==> src/hdl/sbt_pkg.sv <==
// Package of constants, types and timing counts for the sideband timing block
package sbt_pkg;
	localparam int unsigned CLK_HZ = 25000000;
	localparam int unsigned CLK_NS = 40;
	// Interval figures in their own units
	localparam int unsigned DESEL_HIZ_US = 200;
	localparam int unsigned WARMUP_CLKS = 2;
	localparam int unsigned POWERUP_S = 2;
	localparam int unsigned EXEC_MS = 50;
	localparam int unsigned ARST_S = 2;
	localparam int unsigned SRST_S = 2;
	localparam int unsigned TOKEN_TMO_CLKS = 32000;
	localparam int unsigned OPCODE_MAX_CLKS = 32;
	localparam int unsigned BYPASS_MAX_CLKS = 32;
	localparam int unsigned TOKEN_RXD_MAX_CLKS = 32;
	localparam int unsigned PAUSE_RENEW_CLKS = 50331648;
	localparam int unsigned PAUSE_TIMER_CYCLES = 3;
	localparam int unsigned IPG_OVERLAP_CLKS = 6;
	// Derived cycle counts; microsecond and millisecond times round down
	localparam longint unsigned DESEL_HIZ_CYC = longint'(DESEL_HIZ_US) * CLK_HZ / 1000000;
	localparam longint unsigned POWERUP_CYC = longint'(POWERUP_S) * CLK_HZ;
	localparam longint unsigned EXEC_CYC = longint'(EXEC_MS) * CLK_HZ / 1000;
	localparam longint unsigned ARST_CYC = longint'(ARST_S) * CLK_HZ;
	localparam longint unsigned SRST_CYC = longint'(SRST_S) * CLK_HZ;
	localparam int unsigned CNT_W = 32;
	localparam int unsigned DATA_W = 2;
	localparam int unsigned FIFO_DEPTH = 16;
	localparam int unsigned SYNC_STAGES = 3;
	localparam logic [31:0] CNT_ZERO = 32'h0;
	localparam logic [31:0] CNT_ONE = 32'h1;
	// Transmit-side state of the package
	typedef enum logic [2:0] {
		SBT_ST_QUIET,
		SBT_ST_WAIT_TOKEN,
		SBT_ST_WARMUP,
		SBT_ST_SEND,
		SBT_ST_DRAIN
	} sbt_state_e;
	// Receive-data lane bundle toward the management controller
	typedef struct packed {
		logic [1:0] rxd;
		logic crs_dv;
		logic rx_er;
	} sbt_rx_s;
	// One entry of the data FIFO
	typedef struct packed {
		logic [1:0] dibit;
		logic last;
	} sbt_word_s;
	localparam int unsigned WORD_W = $bits(sbt_word_s);
endpackage

==> src/hdl/sbt_sync.sv <==
// Three-stage synchroniser for pin inputs with agreement filter
`timescale 1ns/10ps
module sbt_sync #(
	parameter int unsigned W = 1
) (
	input wire logic mclk_i,
	input wire logic reset_i,
	input wire logic [W-1:0] pin_i,
	output logic [W-1:0] level_o
);
	import sbt_pkg::*;
	logic [W-1:0] s1_reg; // First stage, read only by stage two
	logic [W-1:0] s2_reg; // Second stage
	logic [W-1:0] s3_reg; // Third stage
	logic [W-1:0] level_reg; // Filtered level
	// Shift chain
	always_ff @(posedge mclk_i) begin
		if (reset_i) begin
			s1_reg <= '0;
			s2_reg <= '0;
			s3_reg <= '0;
		end else begin
			s1_reg <= pin_i;
			s2_reg <= s1_reg;
			s3_reg <= s2_reg;
		end
	end
	// Accept a change once stages two and three agree, per bit
	genvar gi;
	generate
		for (gi = 0; gi < W; gi++) begin : g_bit
			always_ff @(posedge mclk_i) begin
				if (reset_i) begin
					level_reg[gi] <= 1'b0;
				end else if (s2_reg[gi] == s3_reg[gi]) begin
					level_reg[gi] <= s3_reg[gi];
				end
			end
		end
	endgenerate
	assign level_o = level_reg;
endmodule

==> src/hdl/sbt_fifo.sv <==
// Parameterised valid/ready FIFO for receive data words
`timescale 1ns/10ps
module sbt_fifo #(
	parameter int unsigned WIDTH = 3,
	parameter int unsigned DEPTH = 16
) (
	input wire logic mclk_i,
	input wire logic reset_i,
	input wire logic in_valid_i,
	output logic in_ready_o,
	input wire logic [WIDTH-1:0] in_data_i,
	output logic out_valid_o,
	input wire logic out_ready_i,
	output logic [WIDTH-1:0] out_data_o
);
	import sbt_pkg::*;
	localparam int unsigned AW = $clog2(DEPTH);
	logic [WIDTH-1:0] mem [DEPTH]; // Storage array
	logic [AW-1:0] wr_reg; // Write pointer
	logic [AW-1:0] rd_reg; // Read pointer
	logic [AW:0] cnt_reg; // Fill level
	logic push; // Word accepted
	logic pop; // Word delivered
	assign in_ready_o = (cnt_reg != (AW+1)'(DEPTH));
	assign out_valid_o = (cnt_reg != '0);
	assign push = in_valid_i && in_ready_o;
	assign pop = out_valid_o && out_ready_i;
	assign out_data_o = mem[rd_reg];
	// Storage write
	always_ff @(posedge mclk_i) begin
		if (push) begin
			mem[wr_reg] <= in_data_i;
		end
	end
	// Pointers wrap at depth
	always_ff @(posedge mclk_i) begin
		if (reset_i) begin
			wr_reg <= '0;
			rd_reg <= '0;
		end else begin
			if (push) begin
				wr_reg <= (wr_reg == AW'(DEPTH-1)) ? '0 : wr_reg + 1'b1;
			end
			if (pop) begin
				rd_reg <= (rd_reg == AW'(DEPTH-1)) ? '0 : rd_reg + 1'b1;
			end
		end
	end
	// Fill level
	always_ff @(posedge mclk_i) begin
		if (reset_i) begin
			cnt_reg <= '0;
		end else if (push && !pop) begin
			cnt_reg <= cnt_reg + 1'b1;
		end else if (pop && !push) begin
			cnt_reg <= cnt_reg - 1'b1;
		end
	end
endmodule

==> src/hdl/sbt_timing.sv <==
// Sideband package timing enforcement: drivers, arbitration ring, deadlines
`timescale 1ns/10ps
module sbt_timing #(
	parameter longint unsigned DESEL_CYC = sbt_pkg::DESEL_HIZ_CYC,
	parameter longint unsigned POWER_CYC = sbt_pkg::POWERUP_CYC,
	parameter longint unsigned EXEC_LIM_CYC = sbt_pkg::EXEC_CYC,
	parameter longint unsigned ARST_LIM_CYC = sbt_pkg::ARST_CYC,
	parameter longint unsigned SRST_LIM_CYC = sbt_pkg::SRST_CYC,
	parameter longint unsigned TOKEN_TMO = sbt_pkg::TOKEN_TMO_CLKS,
	parameter longint unsigned PAUSE_LIM = sbt_pkg::PAUSE_RENEW_CLKS,
	parameter int unsigned DEPTH = sbt_pkg::FIFO_DEPTH
) (
	input wire logic mclk_i,
	input wire logic reset_i,
	input wire logic select_i,
	input wire logic deselect_done_i,
	input wire logic cmd_done_i,
	input wire logic resp_start_i,
	input wire logic async_reset_evt_i,
	input wire logic reset_resp_done_i,
	input wire logic hw_arb_i,
	input wire logic bypass_i,
	input wire logic token_req_i,
	input wire logic ipg_left_i,
	input wire logic pause_req_i,
	input wire logic data_valid_i,
	input wire logic [1:0] data_i,
	input wire logic data_last_i,
	output logic data_ready_o,
	input wire logic arbitration_ring_input,
	output logic arbitration_ring_output,
	output sbt_pkg::sbt_rx_s rx_o,
	output logic rx_oe_o,
	output logic ready_o,
	output logic resp_late_o,
	output logic token_timeout_o,
	output logic pause_allowed_o
);
	import sbt_pkg::*;

	// Interval counters clear at their own starting edge; the warm-up counter clears only when the token arrives
	sbt_state_e state_reg; // Transmit state
	logic [CNT_W-1:0] desel_cnt_reg; // Deselect to float counter
	logic desel_pend_reg; // Float pending after deselect
	logic [CNT_W-1:0] warm_cnt_reg; // Driver warm-up counter
	logic [CNT_W-1:0] tok_cnt_reg; // Token wait counter
	logic [CNT_W-1:0] deaf_cnt_reg; // Power-up and reset deafness counter
	logic [CNT_W-1:0] exec_cnt_reg; // Command execution counter
	logic exec_run_reg; // Command awaiting its response
	logic [CNT_W-1:0] pause_cnt_reg; // Pause renewal window counter
	logic pause_run_reg; // Pause condition active
	logic ring_out_reg; // Ring output flop
	logic ring_in; // Synchronised ring input
	logic oe_reg; // Driver enable
	sbt_rx_s rx_reg; // Registered lane outputs
	logic ready_reg; // Able to answer commands
	logic late_reg; // Response deadline missed
	logic tmo_reg; // Token timeout flag
	logic pause_ok_reg; // Renewal permitted
	// Buffer and ring helpers
	sbt_word_s fifo_in; // FIFO write word
	sbt_word_s fifo_out; // FIFO read word
	logic fifo_valid; // FIFO holds a word
	logic fifo_pop; // Word taken onto the lanes
	logic token_seen; // Token op-code arrived
	logic token_early; // Token may start inside the gap
	localparam int unsigned FILL_W = $clog2(DEPTH) + 1;
	logic [FILL_W-1:0] fill_reg; // Words held, mirrored from pushes and pops
	logic [FILL_W-1:0] fill_next; // Fill level after this edge
	logic room_reg; // Registered ready toward the data source
	logic fifo_ready; // Buffer's own ready
	logic take; // Word accepted this edge

	// Ring input arrives from a peer package.
	// It runs off another package's timing, so it takes three flops and a
	// change counts only once the last two agree.
	sbt_sync #(.W(1)) u_sync (
		.mclk_i(mclk_i),
		.reset_i(reset_i),
		.pin_i(arbitration_ring_input),
		.level_o(ring_in)
	);

	// Packet data buffer; the source is stalled by the registered ready
	// below, which mirrors the buffer's fill level.
	assign fifo_in = '{dibit: data_i, last: data_last_i};
	sbt_fifo #(.WIDTH(WORD_W), .DEPTH(DEPTH)) u_fifo (
		.mclk_i(mclk_i),
		.reset_i(reset_i),
		.in_valid_i(take),
		.in_ready_o(fifo_ready),
		.in_data_i(fifo_in),
		.out_valid_o(fifo_valid),
		.out_ready_i(fifo_pop),
		.out_data_o(fifo_out)
	);

	// Source sees a registered ready, so the fill level is tracked here as well;
	// ready drops at the edge that takes the last free slot, never one late
	assign take = data_valid_i && room_reg && fifo_ready;
	// Next fill level from this edge's push and pop
	always_comb begin
		fill_next = fill_reg;
		if (take && !fifo_pop) begin
			fill_next = fill_reg + 1'b1;
		end else if (fifo_pop && !take) begin
			fill_next = fill_reg - 1'b1;
		end
	end
	// Fill level and ready flop; ready is low while in reset
	always_ff @(posedge mclk_i) begin
		if (reset_i) begin
			fill_reg <= '0;
			room_reg <= 1'b0;
		end else begin
			fill_reg <= fill_next;
			room_reg <= (fill_next != FILL_W'(DEPTH));
		end
	end

	// Token op-code seen as a high ring bit while waiting
	assign token_seen = ring_in;
	// Token launch allowed once the gap has at most six clocks left
	assign token_early = ipg_left_i && (IPG_OVERLAP_CLKS != 0);
	assign fifo_pop = (state_reg == SBT_ST_SEND) && fifo_valid;

	// Ring path: bypass forwards bits, arbitration re-emits after decode.
	// Either way the bit crosses the synchroniser and one output flop, four or
	// five clocks in all, well inside the thirty-two clock budget.
	// A package that is not on the ring keeps its output low.
	always_ff @(posedge mclk_i) begin
		if (reset_i) begin
			ring_out_reg <= 1'b0;
		end else begin
			if (!hw_arb_i) begin
				ring_out_reg <= 1'b0;
			end else if (bypass_i) begin
				ring_out_reg <= ring_in;
			end else if (state_reg == SBT_ST_WAIT_TOKEN) begin
				ring_out_reg <= 1'b0; // Hold the token while we claim it
			end else begin
				ring_out_reg <= ring_in || (token_req_i && token_early);
			end
		end
	end

	// Power-up, asynchronous and synchronous reset deafness windows.
	// A reset event restarts the count, so back-to-back events stretch the
	// silence; each window still ends within its limit of the last event.
	// While deaf the package starts no transfer of its own.
	always_ff @(posedge mclk_i) begin
		if (reset_i) begin
			deaf_cnt_reg <= CNT_ZERO;
			ready_reg <= 1'b0;
		end else if (async_reset_evt_i || reset_resp_done_i) begin
			deaf_cnt_reg <= CNT_ZERO;
			ready_reg <= 1'b0;
		end else if (!ready_reg) begin
			// Shortest of the windows bounds how long we stay deaf
			if (deaf_cnt_reg >= CNT_W'(POWER_CYC - 1) ||
				deaf_cnt_reg >= CNT_W'(ARST_LIM_CYC - 1) ||
				deaf_cnt_reg >= CNT_W'(SRST_LIM_CYC - 1)) begin
				ready_reg <= 1'b1;
			end else begin
				deaf_cnt_reg <= deaf_cnt_reg + CNT_ONE;
			end
		end
	end

	// Response deadline watchdog.
	// Counting starts at the edge after the last command bit and stops at the
	// first response bit; a late flag stays up until the next command or answer.
	// A response and a new command in the same edge: the response wins.
	always_ff @(posedge mclk_i) begin
		if (reset_i) begin
			exec_cnt_reg <= CNT_ZERO;
			exec_run_reg <= 1'b0;
			late_reg <= 1'b0;
		end else if (resp_start_i) begin
			exec_run_reg <= 1'b0;
			late_reg <= 1'b0;
		end else if (cmd_done_i) begin
			exec_cnt_reg <= CNT_ZERO;
			exec_run_reg <= 1'b1;
			late_reg <= 1'b0;
		end else if (exec_run_reg) begin
			if (exec_cnt_reg >= CNT_W'(EXEC_LIM_CYC - 1)) begin
				late_reg <= 1'b1;
				exec_run_reg <= 1'b0;
			end else begin
				exec_cnt_reg <= exec_cnt_reg + CNT_ONE;
			end
		end
	end

	// Pause renewal window.
	// The window opens with the first pause request; once it has run out,
	// renewals are refused until the request has been dropped for a clock.
	// The allow flag is high whenever no pause condition is open, except in the clock after one closes.
	always_ff @(posedge mclk_i) begin
		if (reset_i) begin
			pause_cnt_reg <= CNT_ZERO;
			pause_run_reg <= 1'b0;
			pause_ok_reg <= 1'b1;
		end else if (pause_req_i && !pause_run_reg) begin
			pause_cnt_reg <= CNT_ZERO;
			pause_run_reg <= 1'b1;
			pause_ok_reg <= 1'b1;
		end else if (pause_run_reg) begin
			if (pause_cnt_reg >= CNT_W'(PAUSE_LIM - 1)) begin
				pause_ok_reg <= 1'b0;
				pause_run_reg <= pause_req_i;
			end else begin
				pause_cnt_reg <= pause_cnt_reg + CNT_ONE;
			end
		end else begin
			pause_ok_reg <= 1'b1;
		end
	end

	// Transmit state machine: token, warm-up, send, drain.
	// A transfer starts only when selected, ready and holding data. With ring
	// arbitration on it first waits for the token and gives up after the
	// timeout; the failed attempt repeats at once while data is still held.
	// Warm-up keeps the lanes driven but idle before the first dibit.
	always_ff @(posedge mclk_i) begin
		if (reset_i) begin
			state_reg <= SBT_ST_QUIET;
			tok_cnt_reg <= CNT_ZERO;
			warm_cnt_reg <= CNT_ZERO;
			tmo_reg <= 1'b0;
		end else begin
			case (state_reg)
				SBT_ST_QUIET: begin
					if (select_i && fifo_valid && ready_reg) begin
						tok_cnt_reg <= CNT_ZERO;
						tmo_reg <= 1'b0;
						state_reg <= hw_arb_i ? SBT_ST_WAIT_TOKEN : SBT_ST_WARMUP;
					end
				end
				SBT_ST_WAIT_TOKEN: begin
					if (!select_i) begin
						state_reg <= SBT_ST_QUIET;
					end else if (token_seen) begin
						warm_cnt_reg <= CNT_ZERO;
						state_reg <= SBT_ST_WARMUP;
					end else if (tok_cnt_reg >= CNT_W'(TOKEN_TMO - 1)) begin
						tmo_reg <= 1'b1;
						state_reg <= SBT_ST_QUIET;
					end else begin
						tok_cnt_reg <= tok_cnt_reg + CNT_ONE;
					end
				end
				SBT_ST_WARMUP: begin
					if (warm_cnt_reg >= CNT_W'(WARMUP_CLKS - 1)) begin
						state_reg <= SBT_ST_SEND;
					end else begin
						warm_cnt_reg <= warm_cnt_reg + CNT_ONE;
					end
				end
				SBT_ST_SEND: begin
					if (fifo_pop && fifo_out.last) begin
						state_reg <= SBT_ST_DRAIN;
					end
				end
				SBT_ST_DRAIN: begin
					state_reg <= SBT_ST_QUIET;
				end
				default: begin
					state_reg <= SBT_ST_QUIET;
				end
			endcase
		end
	end

	// Driver enable: floats at power-up, on drops after deselect.
	// A deselect while idle floats the lanes at the next edge; a deselect in
	// mid-packet lets the packet finish unless the float limit is reached.
	// Drivers only come on during warm-up, and only while selected.
	always_ff @(posedge mclk_i) begin
		if (reset_i) begin
			oe_reg <= 1'b0;
			desel_pend_reg <= 1'b0;
			desel_cnt_reg <= CNT_ZERO;
		end else if (deselect_done_i) begin
			desel_pend_reg <= 1'b1;
			desel_cnt_reg <= CNT_ZERO;
		end else if (desel_pend_reg) begin
			if (desel_cnt_reg >= CNT_W'(DESEL_CYC - 1) || state_reg == SBT_ST_QUIET) begin
				oe_reg <= 1'b0;
				desel_pend_reg <= 1'b0;
			end else begin
				desel_cnt_reg <= desel_cnt_reg + CNT_ONE;
			end
		end else if (state_reg == SBT_ST_WARMUP) begin
			oe_reg <= select_i;
		end else if (!select_i && state_reg == SBT_ST_QUIET) begin
			oe_reg <= 1'b0;
		end
	end

	// Lane outputs, idle low while driven, data only in send.
	// Valid is raised for every dibit; the error lane is never used.
	// Carrier is shown only with data, as full duplex needs no more.
	always_ff @(posedge mclk_i) begin
		if (reset_i) begin
			rx_reg <= '0;
		end else if (fifo_pop) begin
			rx_reg <= '{rxd: fifo_out.dibit, crs_dv: 1'b1, rx_er: 1'b0};
		end else begin
			rx_reg <= '0;
		end
	end

	// Every output comes straight from a flop
	assign rx_o = rx_reg;
	assign rx_oe_o = oe_reg;
	assign data_ready_o = room_reg;
	assign arbitration_ring_output = ring_out_reg;
	assign ready_o = ready_reg;
	assign resp_late_o = late_reg;
	assign token_timeout_o = tmo_reg;
	assign pause_allowed_o = pause_ok_reg;
endmodule

==> config.mk <==
export PLATFORM = sky130hd
export DESIGN_NAME = sbt_timing
export DESIGN_NICKNAME = d
export VERILOG_FILES = /design/src/hdl/sbt_pkg.sv /design/src/hdl/sbt_sync.sv /design/src/hdl/sbt_fifo.sv /design/src/hdl/sbt_timing.sv
export SDC_FILE = /design/constraint.sdc
export NUM_CORES = 1
export LEC_CHECK = 0
export ABC_CLOCK_PERIOD_IN_PS = 3200
export BUFFER_PORTS_ARGS = -buffer_cell sky130_fd_sc_hd__buf_2
export CAP_MARGIN = 20
export CORE_MARGIN = 1
export CORE_UTILIZATION = 48
export DETAILED_ROUTE_END_ITERATION = 12
export PLACE_DENSITY = 0.67
export SYNTH_ARGS = -nofsm -noshare
export SYNTH_HDL_FRONTEND = slang
export SYNTH_SLANG_ARGS = --single-unit
==> constraint.sdc <==
create_clock -name mclk_i -period 3.2 [get_ports mclk_i]
set_clock_uncertainty 0.2 [all_clocks]
set_input_delay 0.64 -clock mclk_i [delete_from_list [all_inputs] [get_ports mclk_i]]
set_output_delay 0.64 -clock mclk_i [all_outputs]
set_load 0.01 [all_outputs]
==> results.ini, run 1 <==
[setup_path]
critPathCaptureType = flop
crit_chain = or4_4, nor2_2, nor2_1, inv_1, ha_1, inv_2, fa_1, a21o_1, a21oi_2, xnor2_1, or3_1, a21oi_1
slowest_delay_ns = 0.55
criticalPathCategory = reg2reg
startpoint_type = flop
critPathBufInv = 2
crit_path_max_fanout = 6
cp_top_family = simple AND/OR/NAND/NOR gates
slowest_stage = or4_4
required_ns = 3.47
worstPathArrival_ns = 3.28

[logic_synthesis]
synthDistinctLibCells = 69
synth_seq_area_share = 0.5324
synthArstFlopShare = 0
syn_avg_cell_area_um2 = 9.979
syn_area_um2 = 11510
synthFlopType = dfxtp_1
synth_edf_count = 48
synth_mux_area_frac = 0.02762
synthCells = 1153
yosys.area_share.simple = 0.2412
synth-xor-area-share = 0.05557
ys_ff_latch = 282
synth_top_family_by_area = simple AND/OR/NAND/NOR gates
synthAdderAreaFrac = 0.02349
yosysWarnings = 0
synth_compound_area_frac = 0.09461
syn-num-nets = 1192

[route]
dr.pass1.iters = 5
viasPerCell = 5.344
vias = 8160
drt-initial-drc-count = 367
antenna_left = 0
wl_um = 21750
route.detailed.drc = 0
routedWlPerCell_um = 14.24

[die]
coreArea_um2 = 23470
start_util = 0.4902
core.rowCount = 56
io_pins = 29
die_x_um = 156.8
dieArea_um2 = 24590
die_h_um = 156.8

[placed_design]
dp_hpwl_um = 14350
port-buffer-count = 27
gp_congestion = 0.8032

[clocking]
cts_buffers = 29
cts.path.max_buffers = 3
cts_tree = built
htree_levels = 1
post-cts-setup-buffer-count = 0
cts_sinks = 282
insertion_delay_ns = 0.54
clkTransAtPathRegs_ns = 0.06
clockRootBuffer = clkbuf_16

[timing]
finalHoldViolations = 0
rsz0062_at_grt = false
hold_ws_ns = 0.07681
slew_violations = 0
setup_viol = 0
period_share = 0.9417
worst_slew_margin_rel = 0.4515
finalSetupTns_ns = 0
tightest_slew_ns = 0.8197
min_period_ns = 3.013
max_clock_freq_mhz = 331.9

[global_routing]
grt_pass1_vias = 7726
antenna_found_initial = 0
grt_pass1_wl_um = 36670
grt.overflow.total = 0
grt_usage = 0.1803
grt_max_degree = 30

[run_status]
status = complete, no violations

[final_layout]
seqCellArea_um2 = 6126
fillCellCount = 2081
antennaDiodeCount = 0
largest_reg_flops = 48
drive_gt1_frac = 0.09851
multiInputGateArea_um2 = 5102
regMostFlops = u_fifo.mem
area_delta_synth_final_pct = 12.42
layout_common_cells = dfxtp_1 (234), nor2_1 (144), and2_1 (94)
final_common_cell = dfxtp_1
nNetsFinal = 1226

[pwr]
power.density_nw_per_um2 = 545.7
vdd_drop_max_uv = 471.5
p_leak_nw = 4.765

[hold_path]
hp-class = in2reg

[run]
cap_violations = 0

==> cells by family (layout without fill, tap and decap cells) <==
logic type | count (synthesis) | count (layout)
DFF | 282 | 282
other | 1 | 1
muxes | 18 | 18
and+or+nand+nor | 530 | 530
buffers and inverters | 71 | 126
adders and majority gates | 21 | 21
xor gates and xnor gates | 73 | 73
AOI/OAI and AO/OA | 157 | 157
==> final cells by class <==
| type | count | share of cell area |
|---|---|---|
| Inverter | 21 | 0.006094 |
| Clock inverter | 15 | 0.007932 |
| Sequential cell | 282 | 0.4736 |
| Clock buffer | 37 | 0.06152 |
| Timing Repair Buffer | 53 | 0.02554 |
| Multi-Input combinational cell | 800 | 0.3945 |
| Tap cell | 319 | 0.03086 |
==> metal layers <==
| layer | vias to the layer above | GRT usage | wire, µm |
|---|---|---|---|
| li1 | 4190 | - | - |
| met1 | 3819 | 0.2556 | 10920 |
| met2 | 120 | 0.2859 | 9667 |
| met3 | 31 | 0.02742 | 738 |
| met4 | 0 | 0.04762 | 416 |
| met5 | - | 0 | 0 |
==> timing repair <==
item                                    CTS  global route
hold endpoints to repair                  0             0
endpoints found under the setup margin    0             1
hold buffers                              0             0
resized for setup                         0             2
==> worst paths after layout <==
kind / startpoint / end / slack, ns / cells after the start
worst min register to register: u_sync.s1_reg / u_sync.s2_reg / 0.24 / 1
worst min-delay path: resp_start_i / resp_late_o / 0.08 / 2
worst max-delay path: u_fifo.cnt_reg[1] / u_fifo.cnt_reg[4] / 0.19 / 12
worst max register to register: u_fifo.cnt_reg[1] / u_fifo.cnt_reg[4] / 0.19 / 12
==> where the power goes <==
part	switching (W)	internal (W)	total, W
logic	0.000150	0.0000921	0.000242
registers	0.0000185	0.00363	0.00364
clock network	0.00135	0.00182	0.00317
==> cell usage after synthesis (8+ instances only) <==
cell | instances | area share
nand4_1 | 41 | 0.022
mux4_2 | 11 | 0.022
or3_1 | 13 | 0.0071
and2_1 | 94 | 0.051
o21ai_0 | 12 | 0.0052
o2111ai_1 | 12 | 0.0091
a21oi_1 | 42 | 0.018
xnor2_1 | 12 | 0.0091
and3_1 | 32 | 0.017
nor4_1 | 24 | 0.013
a31oi_1 | 8 | 0.0043
xor2_1 | 61 | 0.046
edfxtp_1 | 48 | 0.13
nor2b_1 | 10 | 0.0054
nor2_1 | 144 | 0.047
nand3_1 | 33 | 0.014
inv_1 | 21 | 0.0069
nor3_1 | 23 | 0.010
or4_1 | 12 | 0.0078
ha_1 | 20 | 0.022
o211ai_1 | 18 | 0.012
nand2_1 | 71 | 0.023
clkbuf_1 | 35 | 0.011
dfxtp_1 | 234 | 0.41
o21ai_1 | 10 | 0.0043
==> worst reg2reg max path, cell delays in order, from the launching register on <==
cell and delay, ns:
dfxtp_1 0.35, or4_4 0.55, nor2_2 0.11, nor2_1 0.10, inv_1 0.09, ha_1 0.18, inv_2 0.08, fa_1 0.40
a21o_1 0.20, a21oi_2 0.14, xnor2_1 0.09, or3_1 0.31, a21oi_1 0.14
==> per-stage QoR <==
step                      utilization  instance area, µm²  total power, W  setup WS, ns  cells
after floorplan                     -               11510        0.003878       0.01581   1153
after global placement         0.5122               12020        0.003954        0.1644   1474
after detailed placement       0.5122               12020        0.003959       0.09231   1474
after CTS                      0.5504               12920        0.007133       0.06469   1526
after global routing           0.5511               12930        0.007297      0.001080   1527
final                          0.5511               12930        0.007058        0.1866   1527
Note: power is estimated with default switching activity, not from simulation.
==> run 2: changes to the inputs <==
Settings changed: ABC_AREA set to 1.
==> results.ini, run 2 <==
[run_status]
status = complete, but fails checks  ; was complete, no violations
violations = design-rule violations

[clocking]
cts.path.max_buffers = 3  ; unchanged
clkTransAtPathRegs_ns = 0.06  ; about the same
htree_levels = 1  ; unchanged
cts_sinks = 282  ; unchanged
post-cts-setup-buffer-count = 0  ; unchanged
clockRootBuffer = clkbuf_16  ; unchanged
cts_buffers = 30  ; was 29
cts_hold_buffers = 0  ; unchanged
post_cts_resized = 0  ; unchanged
insertion_delay_ns = 0.54  ; about the same
cts_tree = built  ; unchanged

[logic_synthesis]
synth_top_area_frac = 0.3617  ; was 0.4071
syn_avg_cell_area_um2 = 7.452  ; was 9.979 µm²
synth_top_area_cell = dfxtp_1  ; unchanged
yosysMostFrequentCell = nand2_1  ; was dfxtp_1
synth_edf_count = 48  ; unchanged
yosysWarnings = 0  ; unchanged
synth_seq_area_share = 0.4730  ; was 0.5324
synthFlopType = dfxtp_1  ; unchanged
synthDistinctLibCells = 51  ; was 69
synth_area_leaders = dfxtp_1 (36%), nand2_1 (11%), edfxtp_1 (11%)  ; was dfxtp_1 (41%), edfxtp_1 (13%), and2_1 (5.1%)
syn-num-nets = 1777  ; was 1192
synthCells = 1738  ; was 1153
syn_area_um2 = 12950  ; was 11510 µm²
ys_ff_latch = 282  ; unchanged
synthArstFlopShare = 0  ; unchanged
synth_commonest_cells = nand2_1 (388), nor2_1 (310), dfxtp_1 (234)  ; was dfxtp_1 (234), nor2_1 (144), and2_1 (94)

[placed_design]
gp_congestion = 0.8983  ; was 0.8032
dp_hpwl_um = 17900  ; was 14350 µm
port-buffer-count = 27  ; unchanged

[timing]
min_period_ns = 2.920  ; was 3.013 ns
rsz0062_at_grt = false  ; unchanged
finalSetupTns_ns = 0  ; unchanged
worst_slew_margin_rel = 0.5361  ; was 0.4515
tightest_slew_ns = 0.6911  ; was 0.8197 ns
period_share = 0.9126  ; was 0.9417
max_clock_freq_mhz = 342.4  ; was 331.9 MHz
setup_viol = 0  ; unchanged
finalHoldViolations = 0  ; unchanged
slew_violations = 0  ; unchanged

[setup_path]
crit_path_max_fanout = 7  ; was 6
reg2reg_slack_ns = 0.28  ; was 0.19 ns
startpoint_type = flop  ; unchanged
slowest_stage = ha_1  ; was or4_4
slowest_delay_ns = 0.38  ; was 0.55 ns
reg2reg_from = u_fifo.cnt_reg[0]  ; was u_fifo.cnt_reg[1]
r2r_end = u_fifo.cnt_reg[3]  ; was u_fifo.cnt_reg[4]
required_ns = 3.43  ; was 3.47 ns
worstPathArrival_ns = 3.15  ; was 3.28 ns
critPathCaptureType = flop  ; unchanged
worst_r2r_path_depth = 11  ; was 12
criticalPathCategory = reg2reg  ; unchanged
crit_chain = nor2_1, nand4_1, nand2_1, ha_1, inv_1, ha_1, a21o_1, a31oi_1, xnor2_1, o21ai_0, inv_1  ; was or4_4, nor2_2, nor2_1, inv_1, ha_1, inv_2, fa_1, a21o_1, a21oi_2, xnor2_1, or3_1, a21oi_1

[route]
wl_um = 26330  ; was 21750 µm
antenna_left = 0  ; unchanged
route.detailed.drc = 1  ; was 0
vias = 10680  ; was 8160
drt-initial-drc-count = 636  ; was 367
routedWlPerCell_um = 12.46  ; was 14.24 µm
viasPerCell = 5.058  ; was 5.344
dr.pass1.iters = 9  ; was 5

[pwr]
netSwitchingFraction = 0.2384  ; was 0.2151
p_leak_nw = 5.474  ; was 4.765 nW
power.internal_w = 0.006040  ; was 0.005540 W
seq_power_share = 0.469  ; was 0.516
power.share.clock = 0.444  ; was 0.449
total_power_w = 0.007930  ; was 0.007058 W
p_switching_w = 0.001890  ; was 0.001518 W
power.density_nw_per_um2 = 551.6  ; was 545.7 nW/µm²
p_comb_frac = 0.087  ; was 0.034
vdd_drop_max_uv = 352.3  ; was 471.5 µV

[hold_path]
hold_path_end = u_sync.s1_reg  ; was resp_late_o
min_from = arbitration_ring_input  ; was resp_start_i
hold_depth = 3  ; was 2
hp-class = in2reg  ; unchanged

[die]
core.rowCount = 59  ; was 56
start_util = 0.4929  ; was 0.4902
die_h_um = 166.3  ; was 156.8 µm
dieArea_um2 = 27650  ; was 24590 µm²
io_pins = 29  ; unchanged
coreArea_um2 = 26280  ; was 23470 µm²
die_x_um = 166.3  ; was 156.8 µm

[final_layout]
antennaDiodeCount = 0  ; unchanged
largest_reg_flops = 48  ; unchanged
area_delta_synth_final_pct = 11.00  ; was 12.42%
layout_common_cells = nand2_1 (388), nor2_1 (310), dfxtp_1 (234)  ; was dfxtp_1 (234), nor2_1 (144), and2_1 (94)
fillCellCount = 2532  ; was 2081
drive_gt1_frac = 0.06303  ; was 0.09851
final_common_cell = nand2_1  ; was dfxtp_1
nNetsFinal = 1794  ; was 1226
regMostFlops = u_fifo.mem  ; unchanged

[global_routing]
antenna_found_initial = 0  ; unchanged
grt_usage = 0.1920  ; was 0.1803
grt_pass1_vias = 10040  ; was 7726
grt_pass1_wl_um = 45800  ; was 36670 µm
grt_max_degree = 63  ; was 30
grt.overflow.total = 0  ; unchanged

[run]
cap_violations = 0  ; unchanged

==> run 2: layout make-up <==
| cell class | instances | area [µm²] | area share |
|---|---|---|---|
| multi-input cells | 1210 | 5828 | 0.4054 |
| clock buffers | 44 | 894.6 | 0.06222 |
| inverters | 189 | 709.4 | 0.04934 |
| clock inverters | 10 | 130.1 | 0.009051 |
| flip-flops and latches | 282 | 6126 | 0.4261 |
| well taps | 335 | 419.2 | 0.02915 |
| repair buffers | 42 | 270.3 | 0.01880 |
==> run 2: metal layers <==
layer / up-vias / part of all wire / global-route usage
li1: 5591 / - / -
met1: 4907 / 0.49 / 0.2532
met2: 140 / 0.46 / 0.3291
met3: 44 / 0.032 / 0.02765
met4: 0 / 0.018 / 0.05072
met5: - / 0 / 0
==> run 2: worst max path at each step <==
stage                     slack, ns           endpoint              start  cells after the start
after floorplan                0.47  u_fifo.cnt_reg[3]       data_valid_i                     13
after global placement         0.22  u_fifo.cnt_reg[3]       data_valid_i                     13
after detailed placement       0.20  u_fifo.cnt_reg[3]       data_valid_i                     13
after CTS                      0.30  u_fifo.cnt_reg[3]  u_fifo.cnt_reg[0]                     11
after global routing           0.17  u_fifo.cnt_reg[3]       state_reg[1]                     11
final                          0.28  u_fifo.cnt_reg[3]  u_fifo.cnt_reg[0]                     11
==> run 2: kinds of logic (layout without fill, tap and decap cells) <==
group                    count (synthesis)  in the layout  synth area share
adder cells (fa/ha/maj)                 21             21           0.02087
other                                    1              1         0.0002895
XOR/XNOR                                69             69           0.04666
AND/OR/NAND/NOR                        931            931            0.3035
multiplexers                             1              1         0.0007728
buffers and inverters                  246            285           0.07709
AO/OA/AOI/OAI                          187            187           0.07786
flip-flops                             282            282            0.4730
==> run 2: worst max-delay path, delay by kind of cell, from the launching register on <==
kind            cells  cell delay [ns]
simple gates        3             0.60
compound gates      3             0.56
fa+ha+maj           2             0.74
xor+xnor            1             0.08
flops               1             0.36
buf+inv             2             0.27
==> run 2: per-stage QoR <==
step,utilization,hold slack (ns),cells,setup slack [ns],cell area [µm²]
floorplan,-,0.1883,1738,0.4667,12950
global placement,0.5075,0.2144,2057,0.2244,13340
detailed placement,0.5075,0.2198,2057,0.1977,13340
CTS,0.5465,0.08126,2111,0.2961,14360
global route,0.5471,0.1144,2112,0.1694,14380
finish,0.5471,0.1008,2112,0.2796,14380
==> run 2: power by group through the flow <==
stage / logic [W] / registers [W] / clock network, W
after floorplan: 0.000509 / 0.00378 / 0
after detailed placement: 0.000667 / 0.00379 / 0
final: 0.000689 / 0.00372 / 0.00352
after global routing: 0.000779 / 0.00372 / 0.00374
after global placement: 0.000653 / 0.00379 / 0
after CTS: 0.000672 / 0.00372 / 0.00361
